[src/rtl/gip_cfg.svh]
/*
 * Constants of the grouped interrupt prioritizer: sizes, register offsets,
 * field positions and reset values.
 * Assumes it is included by bare name and holds definitions only.
 */
`ifndef GIP_CFG_SVH
`define GIP_CFG_SVH

// ----------------------------------------------------------------------
// Sizes
// ----------------------------------------------------------------------
`define GIP_NUM_GROUPS   12
`define GIP_GROUP_SIZE   8
`define GIP_NUM_LINES    16
`define GIP_NUM_DIRECT   4
`define GIP_ADDR_W       6
`define GIP_DATA_W       16

// ----------------------------------------------------------------------
// Register offsets
// ----------------------------------------------------------------------
`define GIP_REG_CPU_EN   6'h00
`define GIP_REG_CTRL     6'h01
`define GIP_REG_ACK      6'h02
`define GIP_REG_VECTOR   6'h03
`define GIP_REG_LINES    6'h04
`define GIP_REG_GRP_EN   6'h10
`define GIP_REG_GRP_PEND 6'h20

// ----------------------------------------------------------------------
// Field positions and reset values
// ----------------------------------------------------------------------
`define GIP_CTRL_MASK_BIT 0
`define GIP_RST_CPU_EN   16'h0000
`define GIP_RST_MASK     1'b1
`define GIP_RST_GRP_EN   8'h00
`define GIP_ACK_ALL      16'hffff

`endif

[src/rtl/gip_pkg.sv]
/*
 * Types and shared functions of the grouped interrupt prioritizer.
 * Assumes gip_cfg.svh is on the include path.
 */
`include "gip_cfg.svh"

package gip_pkg;

    // ------------------------------------------------------------------
    // Carriers
    // ------------------------------------------------------------------
    typedef logic [`GIP_GROUP_SIZE-1:0] grp_bits_t;
    typedef logic [`GIP_NUM_LINES-1:0]  line_bits_t;
    typedef logic [`GIP_DATA_W-1:0]     word_t;

    typedef struct packed {
        logic [`GIP_ADDR_W-1:0] addr;
        word_t                  wdata;
        logic                   wr;
        logic                   rd;
    } reg_req_t;

    typedef struct packed {
        logic       valid;
        logic [3:0] line;
        logic [2:0] pos;
    } vector_t;

    // ------------------------------------------------------------------
    // State records
    // ------------------------------------------------------------------
    typedef struct packed {
        grp_bits_t pending;
        logic      blocked;
    } grp_state_t;

    typedef struct packed {
        line_bits_t                          cpuEn;
        logic                                globalMask;
        logic [`GIP_NUM_GROUPS-1:0][7:0]     groupEn;
        word_t                               rdata;
        vector_t                             vec;
    } core_state_t;

    // Lowest set bit wins; fixed order keeps the default ranking static.
    function automatic logic [3:0] lowestSet(input logic [15:0] v);
        logic [3:0] idx;
        idx = 4'h0;
        for (int i = 15; i >= 0; i--) begin
            if (v[i]) begin
                idx = 4'(i);
            end
        end
        return idx;
    endfunction

endpackage

[src/rtl/grouped_interrupt_prioritizer.sv]
/*
 * Top of the grouped interrupt prioritizer: register file, twelve
 * expansion groups, CPU line arbitration and the take handshake.
 * Assumes the register master and the CPU run on clk_sys, that
 * peripheral requests are one-cycle pulses on clk_sys and that the four
 * direct lines are levels on clk_sys.
 */
// The plain strobed port and the register offsets were left to the implementer.
`timescale 1ns/1ps

`include "gip_cfg.svh"

module grouped_interrupt_prioritizer
    import gip_pkg::*;
(
    input  wire logic                                     clk_sys,
    input  wire logic                                     rst,
    input  wire reg_req_t                                 regReq,
    output word_t                                         regRdata,
    input  wire logic [`GIP_NUM_GROUPS-1:0][7:0]          periphReq,
    input  wire logic [`GIP_NUM_DIRECT-1:0]               directLines,
    output logic                                          intReq,
    input  wire logic                                     intTake,
    output vector_t                                       intVector
);

    // ------------------------------------------------------------------
    // Declarations
    // ------------------------------------------------------------------
    core_state_t                          st;
    core_state_t                          next_st;
    logic [`GIP_NUM_GROUPS-1:0]           groupLine;
    logic [`GIP_NUM_GROUPS-1:0][2:0]      groupPos;
    logic [`GIP_NUM_GROUPS-1:0][7:0]      groupPend;
    logic [`GIP_NUM_GROUPS-1:0]           groupBlocked;
    logic [`GIP_NUM_GROUPS-1:0]           groupTake;
    logic [`GIP_NUM_GROUPS-1:0]           groupAck;
    line_bits_t                           lineRaw;
    logic                                 arbReq;
    logic [3:0]                           arbWinner;
    logic                                 takeNow;
    logic                                 wrCpuEn;
    logic                                 wrCtrl;
    logic                                 wrAck;
    logic                                 rdVector;
    logic                                 grpEnHit;
    logic                                 grpPendHit;
    logic [3:0]                           grpIdx;

    // ------------------------------------------------------------------
    // Address decode
    // ------------------------------------------------------------------
    // Indices past the last group alias nothing, so they read as zero.
    function automatic logic isGroup(input logic [3:0] idx);
        return idx < 4'(`GIP_NUM_GROUPS);
    endfunction

    function automatic logic inWindow(input logic [5:0] addr,
                                      input logic [5:0] base);
        return (addr[5:4] == base[5:4]) && isGroup(addr[3:0]);
    endfunction

    assign grpIdx     = regReq.addr[3:0];
    assign grpEnHit   = inWindow(regReq.addr, `GIP_REG_GRP_EN);
    assign grpPendHit = inWindow(regReq.addr, `GIP_REG_GRP_PEND);
    assign wrCpuEn    = regReq.wr && (regReq.addr == `GIP_REG_CPU_EN);
    assign wrCtrl     = regReq.wr && (regReq.addr == `GIP_REG_CTRL);
    assign wrAck      = regReq.wr && (regReq.addr == `GIP_REG_ACK);
    assign rdVector   = regReq.rd && (regReq.addr == `GIP_REG_VECTOR);

    // ------------------------------------------------------------------
    // Expansion groups
    // ------------------------------------------------------------------
    // Each written one releases that group; all ones releases every one.
    assign groupAck = wrAck ? regReq.wdata[`GIP_NUM_GROUPS-1:0]
                            : '0;

    for (genvar g = 0; g < `GIP_NUM_GROUPS; g++) begin : gGroup
        group_expander uGroup (
            .clk_sys     (clk_sys),
            .rst         (rst),
            .periphReq   (periphReq[g]),
            .groupEnable (st.groupEn[g]),
            .ackClear    (groupAck[g]),
            .take        (groupTake[g]),
            .lineOut     (groupLine[g]),
            .posOut      (groupPos[g]),
            .pending     (groupPend[g]),
            .blocked     (groupBlocked[g])
        );
    end

    // ------------------------------------------------------------------
    // CPU lines
    // ------------------------------------------------------------------
    // Group g drives line g+1; direct lines fill thirteen to sixteen.
    // Line order alone sets the ranking, so the fast groups on lines one
    // and two beat the periodic groups on three to five, and those beat
    // the buffered serial groups on six, eight and nine.
    assign lineRaw = {directLines, groupLine};

    line_arbiter uArb (
        .lineRaw    (lineRaw),
        .cpuEn      (st.cpuEn),
        .globalMask (st.globalMask),
        .req        (arbReq),
        .winner     (arbWinner)
    );

    // The request drops as soon as the mask or enables close it, so a
    // routine running with the mask cleared is preempted by any open line.
    assign intReq  = arbReq;
    assign takeNow = intTake && arbReq;

    always_comb begin
        groupTake = '0;
        if (takeNow && isGroup(arbWinner)) begin
            groupTake[arbWinner] = 1'b1;
        end
    end

    // ------------------------------------------------------------------
    // Register file and take
    // ------------------------------------------------------------------
    always_comb begin
        next_st       = st;
        next_st.rdata = '0;

        // Writes.
        if (wrCpuEn) begin
            next_st.cpuEn = regReq.wdata;
        end
        if (wrCtrl) begin
            next_st.globalMask = regReq.wdata[`GIP_CTRL_MASK_BIT];
        end
        if (regReq.wr && grpEnHit) begin
            next_st.groupEn[grpIdx] = regReq.wdata[7:0];
        end

        // Reading the vector consumes it.
        if (rdVector) begin
            next_st.vec.valid = 1'b0;
        end

        // A take masks further lines; it wins over a clearing write in the
        // same cycle so the entry into the routine is never left open.
        if (takeNow) begin
            next_st.globalMask = 1'b1;
            next_st.vec.valid  = 1'b1;
            next_st.vec.line   = arbWinner;
            if (isGroup(arbWinner)) begin
                next_st.vec.pos = groupPos[arbWinner];
            end else begin
                next_st.vec.pos = 3'h0;
            end
        end

        // Reads; data stand only in the following cycle.
        if (regReq.rd) begin
            if (grpEnHit) begin
                next_st.rdata = {8'h00, st.groupEn[grpIdx]};
            end else if (grpPendHit) begin
                next_st.rdata = {8'h00, groupPend[grpIdx]};
            end else begin
                unique case (regReq.addr)
                    `GIP_REG_CPU_EN: begin
                        next_st.rdata = st.cpuEn;
                    end
                    `GIP_REG_CTRL: begin
                        next_st.rdata = {15'h0000, st.globalMask};
                    end
                    `GIP_REG_ACK: begin
                        next_st.rdata = {4'h0, groupBlocked};
                    end
                    `GIP_REG_VECTOR: begin
                        next_st.rdata = {st.vec.valid, 8'h00,
                                         st.vec.line, st.vec.pos};
                    end
                    `GIP_REG_LINES: begin
                        next_st.rdata = lineRaw;
                    end
                    default: begin
                        next_st.rdata = 16'h0000;
                    end
                endcase
            end
        end
    end

    always_ff @(posedge clk_sys or posedge rst) begin
        if (rst) begin
            st.cpuEn      <= `GIP_RST_CPU_EN;
            st.globalMask <= `GIP_RST_MASK;
            st.groupEn    <= {`GIP_NUM_GROUPS{`GIP_RST_GRP_EN}};
            st.rdata      <= 16'h0000;
            st.vec        <= '0;
        end else begin
            st <= next_st;
        end
    end

    // ------------------------------------------------------------------
    // Outputs
    // ------------------------------------------------------------------
    assign regRdata  = st.rdata;
    assign intVector = st.vec;

endmodule

[src/rtl/group_expander.sv]
/*
 * One expansion group: eight request flags, their enables, and the
 * acknowledge lock that holds the group line after a take.
 * Assumes request pulses come from logic on clk_sys.
 */
`timescale 1ns/1ps

module group_expander
    import gip_pkg::*;
(
    input  wire logic      clk_sys,
    input  wire logic      rst,
    input  wire grp_bits_t periphReq,
    input  wire grp_bits_t groupEnable,
    input  wire logic      ackClear,
    input  wire logic      take,
    output logic           lineOut,
    output logic [2:0]     posOut,
    output grp_bits_t      pending,
    output logic           blocked
);

    grp_state_t st;
    grp_state_t next_st;
    grp_bits_t  live;
    grp_bits_t  clearMask;
    logic [3:0] posIdx;

    assign live    = st.pending & groupEnable;
    assign posIdx  = lowestSet({8'h00, live});
    assign posOut  = posIdx[2:0];
    assign lineOut = ~st.blocked & (|live);
    assign pending = st.pending;
    assign blocked = st.blocked;

    always_comb begin
        next_st   = st;
        clearMask = '0;
        if (take) begin
            clearMask[posOut] = 1'b1;
        end
        // A new request in the same cycle as its clear is kept.
        next_st.pending = (st.pending & ~clearMask) | periphReq;
        if (take) begin
            next_st.blocked = 1'b1;
        end else if (ackClear) begin
            next_st.blocked = 1'b0;
        end
    end

    always_ff @(posedge clk_sys or posedge rst) begin
        if (rst) begin
            st <= '0;
        end else begin
            st <= next_st;
        end
    end

endmodule

[src/rtl/line_arbiter.sv]
/*
 * CPU level arbiter: gates the sixteen lines by enable and global mask
 * and picks the lowest numbered survivor.
 * Assumes all inputs are on clk_sys; purely combinational.
 */
`timescale 1ns/1ps

module line_arbiter
    import gip_pkg::*;
(
    input  wire line_bits_t lineRaw,
    input  wire line_bits_t cpuEn,
    input  wire logic       globalMask,
    output logic            req,
    output logic [3:0]      winner
);

    line_bits_t open;

    assign open   = lineRaw & cpuEn & {16{~globalMask}};
    assign req    = |open;
    // Line one sits at bit zero, so it always outranks the rest.
    assign winner = lowestSet(open);

endmodule

[config.mk]
export PLATFORM = sky130hd
export DESIGN_NAME = grouped_interrupt_prioritizer
export DESIGN_NICKNAME = d
export VERILOG_FILES = /design/src/rtl/gip_pkg.sv /design/src/rtl/grouped_interrupt_prioritizer.sv /design/src/rtl/group_expander.sv /design/src/rtl/line_arbiter.sv
export VERILOG_INCLUDE_DIRS = /design/src /design/src/rtl
export SDC_FILE = /design/constraint.sdc
export NUM_CORES = 1
export LEC_CHECK = 0
export ABC_AREA = 0
export ABC_CLOCK_PERIOD_IN_PS = 3800
export BUFFER_PORTS_ARGS = -buffer_cell sky130_fd_sc_hd__buf_4
export CAP_MARGIN = 20
export CORE_MARGIN = 10
export CORE_UTILIZATION = 30
export CTS_CLUSTER_DIAMETER = 120
export DETAILED_ROUTE_END_ITERATION = 8
export PLACE_DENSITY = 0.47
export SYNTH_ARGS = -nofsm -noshare
export SYNTH_HDL_FRONTEND = slang
export SYNTH_HIERARCHICAL = 1
export SYNTH_SLANG_ARGS = --single-unit
[constraint.sdc]
create_clock -name clk_sys -period 3.8 [get_ports clk_sys]
set_input_delay 0.38 -clock clk_sys [delete_from_list [all_inputs] [get_ports clk_sys]]
set_output_delay 0.38 -clock clk_sys [all_outputs]
set_load 0.03 [all_outputs]
==> impl_results.md <==
* Crit path arrival time at 4.08 ns
* Largest net degree at the start of global routing at 138
* # IOs at 152
* Vias in the first global route at 12,600
* Worst Setup Start Kind: flop
* Fin crit period at 3.63 ns
* Top cell type's share of synthesized area at 42.1%
* Nets at 1,716
* Post-Route WL at 61,100 um
* Area Overhead vs Synth at 25.2%
* Count leader, synth: dfrtp_1
* Post-synthesis cell type count at 68
* GP Congestion at 0.988
* Core area at 47,700 um2
* Synth warnings at 6
* Vias/cell at 5.53
* Crit Path Category: reg -> reg
* Util after Layout at 38.1%
* Post-route ant nets at 0
* Hold Path Class: in -> reg
* Port bufs at 151
* Mapped cell area at 14,500 um2
* Crit-path max FO at 4
* Syn Inst Count at 1,349
* Share of post-route cells with drive strength above 1 at 33.9%
* DR WL/cell at 27.4 um
* Most frequent cells after synthesis: dfrtp_1 (244), nand2_1 (156), mux2_2 (74)
* Initial DRC Count at 1,433
* Fin. max-slew vios at 0
* Fin crit share at 95.6%
* Syn avg cell area at 10.8 um2
* Final HPWL DP at 47,700 um
* Worst r2r src: st[36]
* GRT overflow at 0
* Register area share after synthesis at 42.3%
* H-tree levels at 2
* Total GRT Usage at 21.0%
* Post-synth top area cell: dfrtp_1
* Pwr Density at 509 nW/um2
* Initial Util at 30.4%
* Outcome: finished, final reports clean
* Lkg Pwr at 7.65 nW
* Reg2Reg Setup Slack at 0.17 ns
* Max IR drop VDD at 0.000223 V
* Num CTS Buffers at 34
* Synthesized flop and latch total at 245
* Pre-antenna DRT Iters at 5
* Setup tns final at 0 ns
* Die area at 57,600 um2
* Syn_nets at 1,476
* WHS Path Cells at 2
* Final setup fails at 0
* Synth Flop Type: dfrtp_1
* Fin. Hold Viols at 0
* DRC viols at 0
* Worst r2r dst: gGroup[1].uGroup/pending[6]
* First-pass GRT wire length at 88,600 um
* Top cells by area, synth: dfrtp_1 (42%), mux2_2 (5.7%), mux4_2 (5.6%)
* Number of flops mapped to enable cells by yosys at 0
* # rows at 80
* Worst slew pin tran at 0.885 ns
* Fmax at 275 MHz
* TritonCTS clock tree: built
* Root Buffer: clkbuf_16
* Placed insts at 2,140
* Antenna violations before repair at 6
* Maxcap violations at 0
* Die width at 240 um
* Non-Filler Instances at 2,230
* Worst R2R Path Depth at 15
* Crit. End Element: flop
* Worst-Skew Late Latency at 0.56 ns
* Clk slew on worst S/H paths at 0.06 ns
* Hold EP: gGroup[8].uGroup/pending[4]
* Hold path startpoint: periphReq[68]
* Rel. slew slack at 41.0%
* Worst path required time at 4.25 ns
* DR vias at 12,300
* Setup Skew at 0.0346 ns
* RSZ-0062 raised after global routing: false
* CTS Buffer Depth at 3
* Synth async-reset ratio at 100%
* Clock sink count at 245
* Die Span Y at 240 um
[final cells by class]
type / count / area, um2
fillers: 4664 / 29600
multi-input cells: 991 / 7750
flip-flops and latches: 245 / 6130
repair buffers: 279 / 2190
clock buffers: 49 / 997
well taps: 615 / 769
inverters: 38 / 176
clock inverters: 12 / 163
diodes: 1 / 2.50
[registers in the layout, indices dropped and copies added (netlist names)]
signal and cells:
intVector 8, st 113, gGroup.uGroup/pending 96, gGroup.uGroup/blocked 12
regRdata 16
[worst max-delay path by stage]
stage,startpoint,end,slack (ns),cells after the start
3_5_place_dp,gGroup[5].uGroup/pending[1],intVector[2],0.008,12
5_1_grt,st[35],gGroup[0].uGroup/pending[2],0.007,15
3_3_place_gp,gGroup[5].uGroup/pending[1],gGroup[3].uGroup/pending[6],0.03,14
2_1_floorplan,gGroup[6].uGroup/pending[7],gGroup[8].uGroup/pending[2],0.67,16
4_1_cts,st[40],gGroup[3].uGroup/pending[7],0.16,14
6_report,st[36],gGroup[1].uGroup/pending[6],0.17,15
[worst max-delay path, stage by stage (launching register included)]
cell     delay (ns)
dfrtp_1        0.47
a22o_1         0.27
nor2_1         0.08
a21oi_1        0.26
nand2_1        0.18
a41oi_1        0.32
or2_1          0.16
or4_1          0.20
nand2_1        0.13
or3_1          0.50
nor2_1         0.18
buf_4          0.17
nand3_1        0.12
nor3_2         0.19
nand2_1        0.09
a21o_1         0.18
[what timing repair did]
item,CTS,global route
setup buffers,0,0
endpoints found under the hold margin,121,0
gates resized for setup,1,11
hold buffers,27,0
setup endpoints to repair,2,37
[logic make-up after synthesis]
| logic type | after synthesis | share of synthesized area, % |
|---|---|---|
| AND/OR/NAND/NOR | 460 | 16.8 |
| AO/OA/AOI/OAI | 324 | 17.7 |
| flip-flops | 245 | 42.3 |
| multiplexers | 207 | 18.6 |
| buffers and inverters | 113 | 4.66 |
[layout by cell type, fill, tap and decap left out, types with 9 or more instances in the layout]
cell,count
nor2_2,11
mux2_2,74
nor3_1,27
mux2_1,32
and2_4,12
a21o_1,64
a22o_2,12
nand2b_1,54
a21oi_1,50
nand2_1,156
and2_1,19
a22o_1,36
o21ai_0,29
nand2b_4,12
inv_1,25
clkbuf_8,9
nand3_1,53
nor2_1,58
clkbuf_16,34
a22oi_1,20
a41oi_4,12
buf_4,250
mux2_4,10
mux4_2,36
o21ai_1,36
a221oi_1,10
dlygate4sd3_1,27
inv_4,12
dfrtp_1,244
and3_1,15
nor3_2,13
o211ai_2,12
mux2i_1,55
[per-layer routing]
metal	share of wire (%)	track usage, %	vias to the layer above
met2	42	30.5	619
met4	3.3	7.65	6
met3	9.2	5.75	110
met5	0.046	0	-
met1	46	29.3	6175
li1	-	-	5433
[power by group]
part	total, W	switching [W]	internal (W)
combinational	0.00278	0.00160	0.00118
clock	0.00331	0.00127	0.00204
sequential	0.00317	0.000314	0.00285
[metrics by stage]
step           hold WS, ns  total power [W]  instance area (um2)  setup WS [ns]
2_1_floorplan        0.208          0.00483                14500          0.670
3_3_place_gp         0.502          0.00588                16700         0.0297
3_5_place_dp         0.507          0.00588                16700        0.00806
4_1_cts           0.000697          0.00925                18100          0.156
5_1_grt             0.0107          0.00963                18200        0.00728
6_report            0.0186          0.00926                18200          0.168
Power figures use the tool's default switching activity.
